===== config.mk =====
export PLATFORM = sky130hd
export DESIGN_NAME = fp_general_command_decoder
export DESIGN_NICKNAME = d
export VERILOG_FILES = /design/src/fpgcd_pkg.sv /design/src/fp_general_command_decoder.sv
export VERILOG_INCLUDE_DIRS = /design/src
export SDC_FILE = /design/constraint.sdc
export NUM_CORES = 1
export LEC_CHECK = 0
export ABC_CLOCK_PERIOD_IN_PS = 4000
export BUFFER_PORTS_ARGS = -buffer_cell sky130_fd_sc_hd__clkbuf_2
export CAP_MARGIN = 40
export CORE_AREA = 3 3 115 117
export CTS_CLUSTER_SIZE = 24
export DETAILED_ROUTE_END_ITERATION = 8
export DIE_AREA = 0 0 118 120
export GPL_TIMING_DRIVEN = 1
export PLACE_DENSITY_LB_ADDON = 0.25
export SYNTH_ARGS = -nofsm -noshare
export SYNTH_HDL_FRONTEND = slang
export SYNTH_SLANG_ARGS = --single-unit

===== constraint.sdc =====
create_clock -name aclk -period 4 [get_ports aclk]
set_input_delay 0.2 -clock aclk [delete_from_list [all_inputs] [get_ports aclk]]
set_output_delay 0.2 -clock aclk [all_outputs]
set_load 0.005 [all_outputs]

===== src/fpgcd_regs.svh =====
// Register offsets, field positions, reset values and codes of the decoder.
`ifndef FPGCD_REGS_SVH
`define FPGCD_REGS_SVH
`define OFS_OPWORD 6'h00
`define OFS_CMDWORD 6'h04
`define OFS_EXC_ENABLE 6'h08
`define OFS_DECODE 6'h0c
`define OFS_SERVICE 6'h10
`define OFS_LIST 6'h14
`define RST_OPWORD 16'h0000
`define RST_CMDWORD 16'h0000
`define RST_EXC_ENABLE 8'h00
`define EXC_BRANCH_UNORDERED_EXCEPTION_MASK 8'h80
`define VEC_EMULATOR 8'h0b
`define GENERAL_LINE 7'h78
`define RESP_OKAY 2'b00
`define RESP_SLVERR 2'b10
`define DEC_CLS_POS 0
`define DEC_OPER_POS 4
`define DEC_SRC_POS 9
`define DEC_DST_POS 12
`define DEC_FMT_POS 15
`define DEC_EXT_POS 18
`define DEC_DYADIC_POS 25
`define SVC_FIRST_POS 0
`define SVC_SECOND_POS 2
`define SVC_CA_POS 4
`define SVC_PC_POS 5
`define SVC_DATA_EA_POS 6
`define SVC_EXT_WARN_POS 7
`define SVC_NOT_GEN_POS 8
`define SVC_LEN_POS 12
`define SVC_VEC_POS 16
`define SVC_VALID_POS 24
`define LST_LIST_POS 0
`define LST_HOSTREG_POS 8
`define LST_MODE_POS 11
`endif


===== src/fpgcd_pkg.sv =====
// Types shared by the general command decoder.
package fpgcd_pkg;
	typedef enum logic [3:0] {
		CLS_REG2REG = 4'h0,
		CLS_RESERVED = 4'h1,
		CLS_EXT2REG = 4'h2,
		CLS_CONST = 4'h3,
		CLS_STORE = 4'h4,
		CLS_CTRL_LOAD = 4'h5,
		CLS_CTRL_STORE = 4'h6,
		CLS_MULTI_LOAD = 4'h7,
		CLS_MULTI_STORE = 4'h8
	} cls_t;
	typedef enum logic [1:0] {
		PRIM_NONE = 2'h0,
		PRIM_NULL = 2'h1,
		PRIM_EVAL_XFER = 2'h2,
		PRIM_PREINSTR_EXC = 2'h3
	} prim_t;
	typedef enum logic [4:0] {
		OP_MOVE = 5'h00, OP_INT = 5'h01, OP_INTRZ = 5'h02,
		OP_SQRT = 5'h03, OP_ABS = 5'h04, OP_NEG = 5'h05,
		OP_TRANSC = 5'h06, OP_DIV = 5'h07, OP_MOD = 5'h08,
		OP_ADD = 5'h09, OP_MUL = 5'h0a, OP_SGLDIV = 5'h0b,
		OP_REM = 5'h0c, OP_SCALE = 5'h0d, OP_SGLMUL = 5'h0e,
		OP_SUB = 5'h0f, OP_SINCOS = 5'h10, OP_CMP = 5'h11,
		OP_TST = 5'h12, OP_REDUNDANT = 5'h13, OP_UNDEF = 5'h14,
		OP_NONE = 5'h15
	} oper_t;
	typedef struct packed {
		cls_t cls;
		oper_t oper;
		logic [2:0] src;
		logic [2:0] dst;
		logic [2:0] fmt;
		logic [6:0] ext;
		logic dyadic;
		prim_t first;
		prim_t second;
		logic come_again_bit;
		logic pc_req;
		logic [7:0] vector;
		logic [3:0] length;
		logic data_ea;
		logic ext_warn;
		logic not_general;
		logic [7:0] list;
	} decode_t;
endpackage


===== src/fp_general_command_decoder.sv =====
// General-type command decoder of the floating-point coprocessor.
`include "fpgcd_regs.svh"

module fp_general_command_decoder
	import fpgcd_pkg::*;
#(
	parameter int ADDR_W = 6
) (
	input wire logic aclk,
	input wire logic aresetn,
	input wire logic [ADDR_W-1:0] awaddr,
	input wire logic [2:0] awprot,
	input wire logic awvalid,
	output logic awready,
	input wire logic [31:0] wdata,
	input wire logic [3:0] wstrb,
	input wire logic wvalid,
	output logic wready,
	output logic [1:0] bresp,
	output logic bvalid,
	input wire logic bready,
	input wire logic [ADDR_W-1:0] araddr,
	input wire logic [2:0] arprot,
	input wire logic arvalid,
	output logic arready,
	output logic [31:0] rdata,
	output logic [1:0] rresp,
	output logic rvalid,
	input wire logic rready,
	output decode_t dec,
	output logic dec_strobe
);
	function automatic logic [15:0] merge16(input logic [15:0] old,
		input logic [31:0] d, input logic [3:0] s);
		merge16 = {s[1] ? d[15:8] : old[15:8], s[0] ? d[7:0] : old[7:0]};
	endfunction

	// Byte length of an external operand; code 111 only arises on stores.
	function automatic logic [3:0] fmt_length(input logic [2:0] f);
		unique case (f)
			3'b000, 3'b001: fmt_length = 4'h4;
			3'b010, 3'b011, 3'b111: fmt_length = 4'hc;
			3'b100: fmt_length = 4'h2;
			3'b101: fmt_length = 4'h8;
			3'b110: fmt_length = 4'h1;
		endcase
	endfunction

	// Formats that may live in a host data register.
	function automatic logic fmt_data_ea(input logic [2:0] f);
		fmt_data_ea = (f == 3'b000) || (f == 3'b001) ||
			(f == 3'b100) || (f == 3'b110);
	endfunction

	function automatic oper_t ext_oper(input logic [6:0] e);
		if (e[6])
			ext_oper = OP_UNDEF;
		else if (!e[5]) begin
			unique case (e[4:0])
				5'h00: ext_oper = OP_MOVE;
				5'h01: ext_oper = OP_INT;
				5'h03: ext_oper = OP_INTRZ;
				5'h04: ext_oper = OP_SQRT;
				5'h18: ext_oper = OP_ABS;
				5'h1a: ext_oper = OP_NEG;
				default: ext_oper = OP_TRANSC;
			endcase
		end else if (e[4:3] == 2'b10)
			ext_oper = OP_SINCOS;
		else begin
			unique case (e[4:0])
				5'h00: ext_oper = OP_DIV;
				5'h01: ext_oper = OP_MOD;
				5'h02: ext_oper = OP_ADD;
				5'h03: ext_oper = OP_MUL;
				5'h04: ext_oper = OP_SGLDIV;
				5'h05: ext_oper = OP_REM;
				5'h06: ext_oper = OP_SCALE;
				5'h07: ext_oper = OP_SGLMUL;
				5'h08: ext_oper = OP_SUB;
				5'h18: ext_oper = OP_CMP;
				5'h1a: ext_oper = OP_TST;
				default: ext_oper = OP_REDUNDANT;
			endcase
		end
	endfunction

	logic [15:0] opword;
	logic [15:0] cmdword;
	logic [7:0] exc_enable;
	logic dec_pending;
	logic dec_valid;
	logic aw_got;
	logic w_got;
	logic [ADDR_W-1:0] waddr;
	logic [31:0] wbuf;
	logic [3:0] wbuf_strb;

	wire aw_hs = awvalid && awready;
	wire w_hs = wvalid && wready;
	wire ar_hs = arvalid && arready;
	wire wr_fire = aw_got && w_got && !bvalid;
	wire next_aw_got = aw_got ? !wr_fire : aw_hs;
	wire next_w_got = w_got ? !wr_fire : w_hs;
	wire next_rvalid = rvalid ? !rready : ar_hs;
	wire next_bvalid = bvalid ? !bready : wr_fire;

	wire wr_opword = wr_fire && (waddr == `OFS_OPWORD);
	wire wr_cmdword = wr_fire && (waddr == `OFS_CMDWORD);
	wire wr_exc = wr_fire && (waddr == `OFS_EXC_ENABLE);
	wire wr_mapped = wr_opword || wr_cmdword || wr_exc ||
		(waddr == `OFS_DECODE) || (waddr == `OFS_SERVICE) ||
		(waddr == `OFS_LIST);

	// Command word fields: class, source, destination, extension.
	wire [2:0] opclass = cmdword[15:13];
	wire [2:0] rx = cmdword[12:10];
	wire [2:0] ry = cmdword[9:7];
	wire [6:0] ext = cmdword[6:0];
	// The operation word must be a general-type line for this decoder.
	wire not_general = (opword[15:9] & 7'h78) != `GENERAL_LINE ||
		opword[8:6] != 3'b000;
	// Any enabled exception except branch-unordered needs the host PC.
	wire pc_need = |(exc_enable & ~`EXC_BRANCH_UNORDERED_EXCEPTION_MASK);

	cls_t next_cls;
	always_comb begin
		unique case (opclass)
			3'b000: next_cls = CLS_REG2REG;
			3'b001: next_cls = CLS_RESERVED;
			3'b010: next_cls = (rx == 3'b111) ? CLS_CONST : CLS_EXT2REG;
			3'b011: next_cls = CLS_STORE;
			3'b100: next_cls = CLS_CTRL_LOAD;
			3'b101: next_cls = CLS_CTRL_STORE;
			3'b110: next_cls = CLS_MULTI_LOAD;
			3'b111: next_cls = CLS_MULTI_STORE;
		endcase
	end

	wire is_arith = (next_cls == CLS_REG2REG) ||
		(next_cls == CLS_EXT2REG);
	// The effective-address field plays no part in internal ops.
	wire trap = (is_arith && ext[6]) ||
		(next_cls == CLS_RESERVED);
	wire is_ext_xfer = !trap && next_cls != CLS_REG2REG &&
		next_cls != CLS_CONST;
	wire packed_store = (rx == 3'b011) || (rx == 3'b111);
	wire ext_warn = ((next_cls == CLS_CTRL_LOAD ||
		next_cls == CLS_CTRL_STORE) && (ext != 7'h00 ||
		ry != 3'b000)) ||
		(next_cls == CLS_STORE && !packed_store &&
		ext != 7'h00);

	decode_t next_dec;
	always_comb begin
		next_dec = '0;
		next_dec.cls = next_cls;
		next_dec.oper = is_arith ? ext_oper(ext) : OP_NONE;
		next_dec.ext = ext;
		next_dec.not_general = not_general;
		next_dec.ext_warn = ext_warn;
		next_dec.pc_req = pc_need && !trap;
		// Two-operand ops also read the destination and overwrite it.
		next_dec.dyadic = is_arith && ext[5] && !ext[6];
		// Register fields select data registers zero to seven as coded.
		next_dec.dst = (next_cls == CLS_STORE) ? 3'b000 : ry;
		next_dec.src = (next_cls == CLS_STORE) ? ry : rx;
		if (next_cls != CLS_REG2REG) begin
			next_dec.fmt = rx;
			next_dec.length = fmt_length(rx);
			next_dec.data_ea = fmt_data_ea(rx);
		end
		if (next_cls == CLS_REG2REG)
			next_dec.src = rx;
		if (next_cls == CLS_CONST)
			next_dec.fmt = 3'b000;
		if (next_cls == CLS_STORE && !packed_store)
			next_dec.ext = 7'h00;
		if (next_cls == CLS_MULTI_LOAD || next_cls == CLS_MULTI_STORE)
			next_dec.list = {ry[0], ext};
		if (next_cls == CLS_CTRL_LOAD || next_cls == CLS_CTRL_STORE)
			next_dec.list = {5'h00, rx};
		if (trap) begin
			next_dec.first = PRIM_PREINSTR_EXC;
			next_dec.vector = `VEC_EMULATOR;
		end else if (next_cls == CLS_REG2REG) begin
			next_dec.first = PRIM_NULL;
		end else if (next_cls == CLS_CONST) begin
			// Offset into the constant memory rides in the extension.
			next_dec.first = PRIM_NULL;
			next_dec.come_again_bit = 1'b1;
		end else if (next_cls == CLS_EXT2REG) begin
			next_dec.first = PRIM_EVAL_XFER;
			next_dec.come_again_bit = 1'b1;
			next_dec.second = PRIM_NULL;
		end else if (is_ext_xfer) begin
			next_dec.first = PRIM_EVAL_XFER;
		end
	end

	wire [31:0] decode_word =
		(32'(dec.cls) << `DEC_CLS_POS) |
		(32'(dec.oper) << `DEC_OPER_POS) |
		(32'(dec.src) << `DEC_SRC_POS) |
		(32'(dec.dst) << `DEC_DST_POS) |
		(32'(dec.fmt) << `DEC_FMT_POS) |
		(32'(dec.ext) << `DEC_EXT_POS) |
		(32'(dec.dyadic) << `DEC_DYADIC_POS);
	wire [31:0] service_word =
		(32'(dec.first) << `SVC_FIRST_POS) |
		(32'(dec.second) << `SVC_SECOND_POS) |
		(32'(dec.come_again_bit) << `SVC_CA_POS) |
		(32'(dec.pc_req) << `SVC_PC_POS) |
		(32'(dec.data_ea) << `SVC_DATA_EA_POS) |
		(32'(dec.ext_warn) << `SVC_EXT_WARN_POS) |
		(32'(dec.not_general) << `SVC_NOT_GEN_POS) |
		(32'(dec.length) << `SVC_LEN_POS) |
		(32'(dec.vector) << `SVC_VEC_POS) |
		(32'(dec_valid) << `SVC_VALID_POS);
	wire [31:0] list_word =
		(32'(dec.list) << `LST_LIST_POS) |
		(32'(dec.ext[6:4]) << `LST_HOSTREG_POS) |
		(32'(rx) << `LST_MODE_POS);

	wire rd_hit = (araddr == `OFS_OPWORD) || (araddr == `OFS_CMDWORD) ||
		(araddr == `OFS_EXC_ENABLE) || (araddr == `OFS_DECODE) ||
		(araddr == `OFS_SERVICE) || (araddr == `OFS_LIST);
	wire [31:0] rd_mux =
		(araddr == `OFS_OPWORD) ? {16'h0000, opword} :
		(araddr == `OFS_CMDWORD) ? {16'h0000, cmdword} :
		(araddr == `OFS_EXC_ENABLE) ? {24'h000000, exc_enable} :
		(araddr == `OFS_DECODE) ? decode_word :
		(araddr == `OFS_SERVICE) ? service_word :
		(araddr == `OFS_LIST) ? list_word : 32'h00000000;

	always_ff @(posedge aclk) begin
		if (!aresetn) begin
			aw_got <= 1'b0;
			w_got <= 1'b0;
			awready <= 1'b0;
			wready <= 1'b0;
			bvalid <= 1'b0;
			bresp <= `RESP_OKAY;
			waddr <= '0;
			wbuf <= 32'h00000000;
			wbuf_strb <= 4'h0;
		end else begin
			aw_got <= next_aw_got;
			w_got <= next_w_got;
			awready <= !next_aw_got;
			wready <= !next_w_got;
			bvalid <= next_bvalid;
			if (aw_hs)
				waddr <= awaddr;
			if (w_hs) begin
				wbuf <= wdata;
				wbuf_strb <= wstrb;
			end
			if (wr_fire)
				bresp <= wr_mapped ? `RESP_OKAY : `RESP_SLVERR;
		end
	end

	always_ff @(posedge aclk) begin
		if (!aresetn) begin
			arready <= 1'b0;
			rvalid <= 1'b0;
			rdata <= 32'h00000000;
			rresp <= `RESP_OKAY;
		end else begin
			arready <= !next_rvalid;
			rvalid <= next_rvalid;
			if (ar_hs) begin
				rdata <= rd_mux;
				rresp <= rd_hit ? `RESP_OKAY : `RESP_SLVERR;
			end
		end
	end

	// Decoding waits one cycle so that it sees the stored command word.
	always_ff @(posedge aclk) begin
		if (!aresetn) begin
			opword <= `RST_OPWORD;
			cmdword <= `RST_CMDWORD;
			exc_enable <= `RST_EXC_ENABLE;
			dec_pending <= 1'b0;
			dec_valid <= 1'b0;
			dec_strobe <= 1'b0;
			dec <= '0;
		end else begin
			if (wr_opword)
				opword <= merge16(opword, wbuf, wbuf_strb);
			if (wr_cmdword)
				cmdword <= merge16(cmdword, wbuf, wbuf_strb);
			if (wr_exc && wbuf_strb[0])
				exc_enable <= wbuf[7:0];
			dec_pending <= wr_cmdword;
			dec_strobe <= dec_pending;
			if (dec_pending)
				dec <= next_dec;
			if (dec_pending)
				dec_valid <= 1'b1;
			else if (wr_opword)
				dec_valid <= 1'b0;
		end
	end
endmodule


==> impl_metrics.tcl <==
set metrics [dict create \
    slowest_delay_ps 460 \
    wl_per_cell_um 18.0 \
    synth_ff_type "dfxtp_1" \
    ios 158 \
    cts.clk_slew.worst_paths_ps 60 \
    grt_start_max_net_pins 50 \
    syn_avg_cell_area_um2 8.58 \
    place_congestion 0.882 \
    ff2ff_path_depth 9 \
    drc 0 \
    min_period_over_period_pct 60.8 \
    synth_warnings 0 \
    cp_max_fo 14 \
    nNetsFinal 1000 \
    powerDensity_mw_per_mm2 435 \
    worst-path-buf-inv 1 \
    dieArea_mm2 0.0142 \
    io_buffers 119 \
    drive_above_1_share_pct 18.5 \
    clock_skew_ps 8.42 \
    maxCapViolCount 0 \
    grt-ovfl-total 0 \
    numCtsBuffers 17 \
    num_antenna_cells 0 \
    synthCells 847 \
    die_w_um 118 \
    crit-reg2reg-launch "waddr[5]" \
    syn_to_final_growth_pct 19.3 \
    setup_viol 0 \
    status "finished clean" \
    dp_worst_setup_slack_ps 1580 \
    cp_cell_sequence "nor4_4, nand4_1, buf_4, mux2i_1, nand2b_1, ha_1, nand2b_1, a211oi_1, nor3_1" \
    synth_area_mm2 0.00727 \
    place_area_mm2 0.00782 \
    hold_violations 0 \
    die_y_um 120 \
    cts_tree "done" \
    period_needed_ps 2430 \
    min_to "waddr[5]" \
    ys_ff_latch 158 \
    clk_latency_ps 430 \
    first_pass_iters 5 \
    vdd_ir_drop_max_mv 0.345 \
    cp_top_family "simple AND/OR/NAND/NOR gates" \
    hold_depth 3 \
    p_total_w 0.00377 \
    crit_path_start_kind "register" \
    cts.path.max_buffers 2 \
    ant_nets 0 \
    worst_pin_slew_ps 937 \
    ys_seq_area_share_pct 43.5 \
    max_freq_mhz 411 \
    ys_types 66 \
    drtIter0Drc 609 \
    drt-total-wl_um 20200 \
    ctsRootBufferMaster "clkbuf_16" \
    grt_pass1_vias 6279 \
    worstHoldStart "awaddr[5]" \
    reg2reg_slack_ps 1570 \
    crit_top_cell "nand2b_1" \
    place_hpwl_um 13600 \
    leakage_nw 3.56 \
    post_cts_buffers 0 \
    cpMaxStageDelayCell "nor4_4" \
    postLayoutCellArea_mm2 0.00867 \
    core_mm2 0.0125 \
    setup_slack_ps 1570 \
    rsz0062_at_grt "no" \
    path_class "reg2reg" \
    synth_edf_count 0 \
    cp_data_arrival_time_ps 2740 \
    avgViaCountPerCell 5.90 \
    crit_required_ps 4310 \
    seq_area_mm2 0.00316 \
    async_reset_ff_share_pct 0 \
    track_usage_pct 28.8 \
    vias 6617 \
    antenna_found_initial 0 \
    rows 41 \
    maxSlewHeadroom_pct 37.5 \
    initial_utilization_pct 58.3 \
    hold_ws_ps 16.6 \
    cts.sinks 158 \
    min_path_type "in2reg" \
    fill_cells 997 \
    crit_path_end_kind "register" \
    setup_tns_ps 0 \
    slew_viol_final 0 \
    grt_pass1_wl_um 32600 \
    htreeDepth 4 \
    multi_input_area_mm2 0.00373 \
]
==> cell usage after synthesis (13+ instances only) <==
master / instances / area, µm²
clkbuf_1: 55 / 206
a21oi_1: 88 / 440
nand2b_1: 31 / 194
nand3b_1: 17 / 128
nand2_1: 88 / 330
o21ai_0: 31 / 155
a22oi_1: 13 / 97.6
nand3_1: 23 / 115
buf_4: 16 / 120
nor2b_1: 16 / 100
mux2i_1: 56 / 561
a22o_1: 26 / 228
dfxtp_1: 158 / 3160
nor2_1: 77 / 289
==> stage by stage <==
| stage | util, % | instances |
|---|---|---|
| global placement | 62.7 | 1075 |
| detailed placement | 62.7 | 1075 |
| floorplan | - | 860 |
| global route | 69.6 | 1121 |
| CTS | 69.6 | 1121 |
| finish | 69.6 | 1121 |
==> worst max-delay path by stage <==
stage | start | end | slack [ps] | depth (start not counted)
after detailed placement | waddr[5] | register | 1580 | 9
after global placement | waddr[5] | register | 1690 | 9
final | waddr[5] | register | 1570 | 9
after CTS | waddr[5] | register | 1570 | 9
after floorplan | waddr[5] | register | 1870 | 8
after global routing | waddr[5] | register | 1340 | 9
==> sequential cells by signal, summed over array words and instances (netlist names), 2 cells and up, named ones only <==
register,flops
cmdword,16
dec,47
exc_enable,8
opword,16
rdata,26
waddr,6
wbuf,16
wbuf_strb,2
==> timing repair <==
item,CTS,global route
endpoints found under the hold margin,14,0
hold buffers,14,0
gates resized for setup,0,0
==> worst min-delay path, delay by kind of cell <==
| kind | cells | cell delay [ps] |
|---|---|---|
| AND/OR/NAND/NOR | 1 | 60 |
| AO/OA/AOI/OAI | 1 | 50 |
| buffers and inverters | 1 | 80 |
==> kinds of logic (layout without fill, tap and decap cells) <==
| group | after synthesis | after routing | share of synthesized area, % |
|---|---|---|---|
| buffers and inverters | 95 | 184 | 5.85 |
| AOI/OAI and AO/OA | 222 | 222 | 20.0 |
| muxes | 60 | 60 | 8.33 |
| adders and majority gates | 3 | 3 | 0.516 |
| and+or+nand+nor | 308 | 308 | 21.8 |
| DFF | 158 | 158 | 43.5 |
| other | 1 | 14 | 0.0516 |
==> report_power, final <==
part	internal (W)	switching (W)
Clock	0.00130	0.000656
Combinational	0.0000716	0.000122
Sequential	0.00160	0.0000255
Total	0.00297	0.000803
==> layout by cell type (no fill, tap or decap), types with 23 or more instances in the layout <==
cell type	netlist	final
a21oi_1	88	88
a22o_1	26	26
clkbuf_2	0	119
dfxtp_1	158	158
mux2i_1	56	56
nand2_1	88	88
nand2b_1	31	31
nand3_1	23	23
nor2_1	77	77
o21ai_0	31	31
==> area by class of cell <==
cell class              count  share of cell area (%)
clock buffers              18                    4.95
clock inverters            14                    3.32
inverters                   8                   0.361
multi-input cells         607                    43.0
flip-flops and latches    158                    36.5
well taps                 172                    2.48
repair buffers            144                    9.43
==> layer usage <==
layer | vias up | global-route usage [%] | share of wire [%]
met3 | 42 | 5.70 | 7.6
li1 | 3178 | - | -
met2 | 309 | 45.2 | 45
met4 | 0 | 13.0 | 2.5
met1 | 3088 | 38.5 | 45
met5 | - | 0 | 0
No activity file was read; power rests on OpenSTA's default activity.
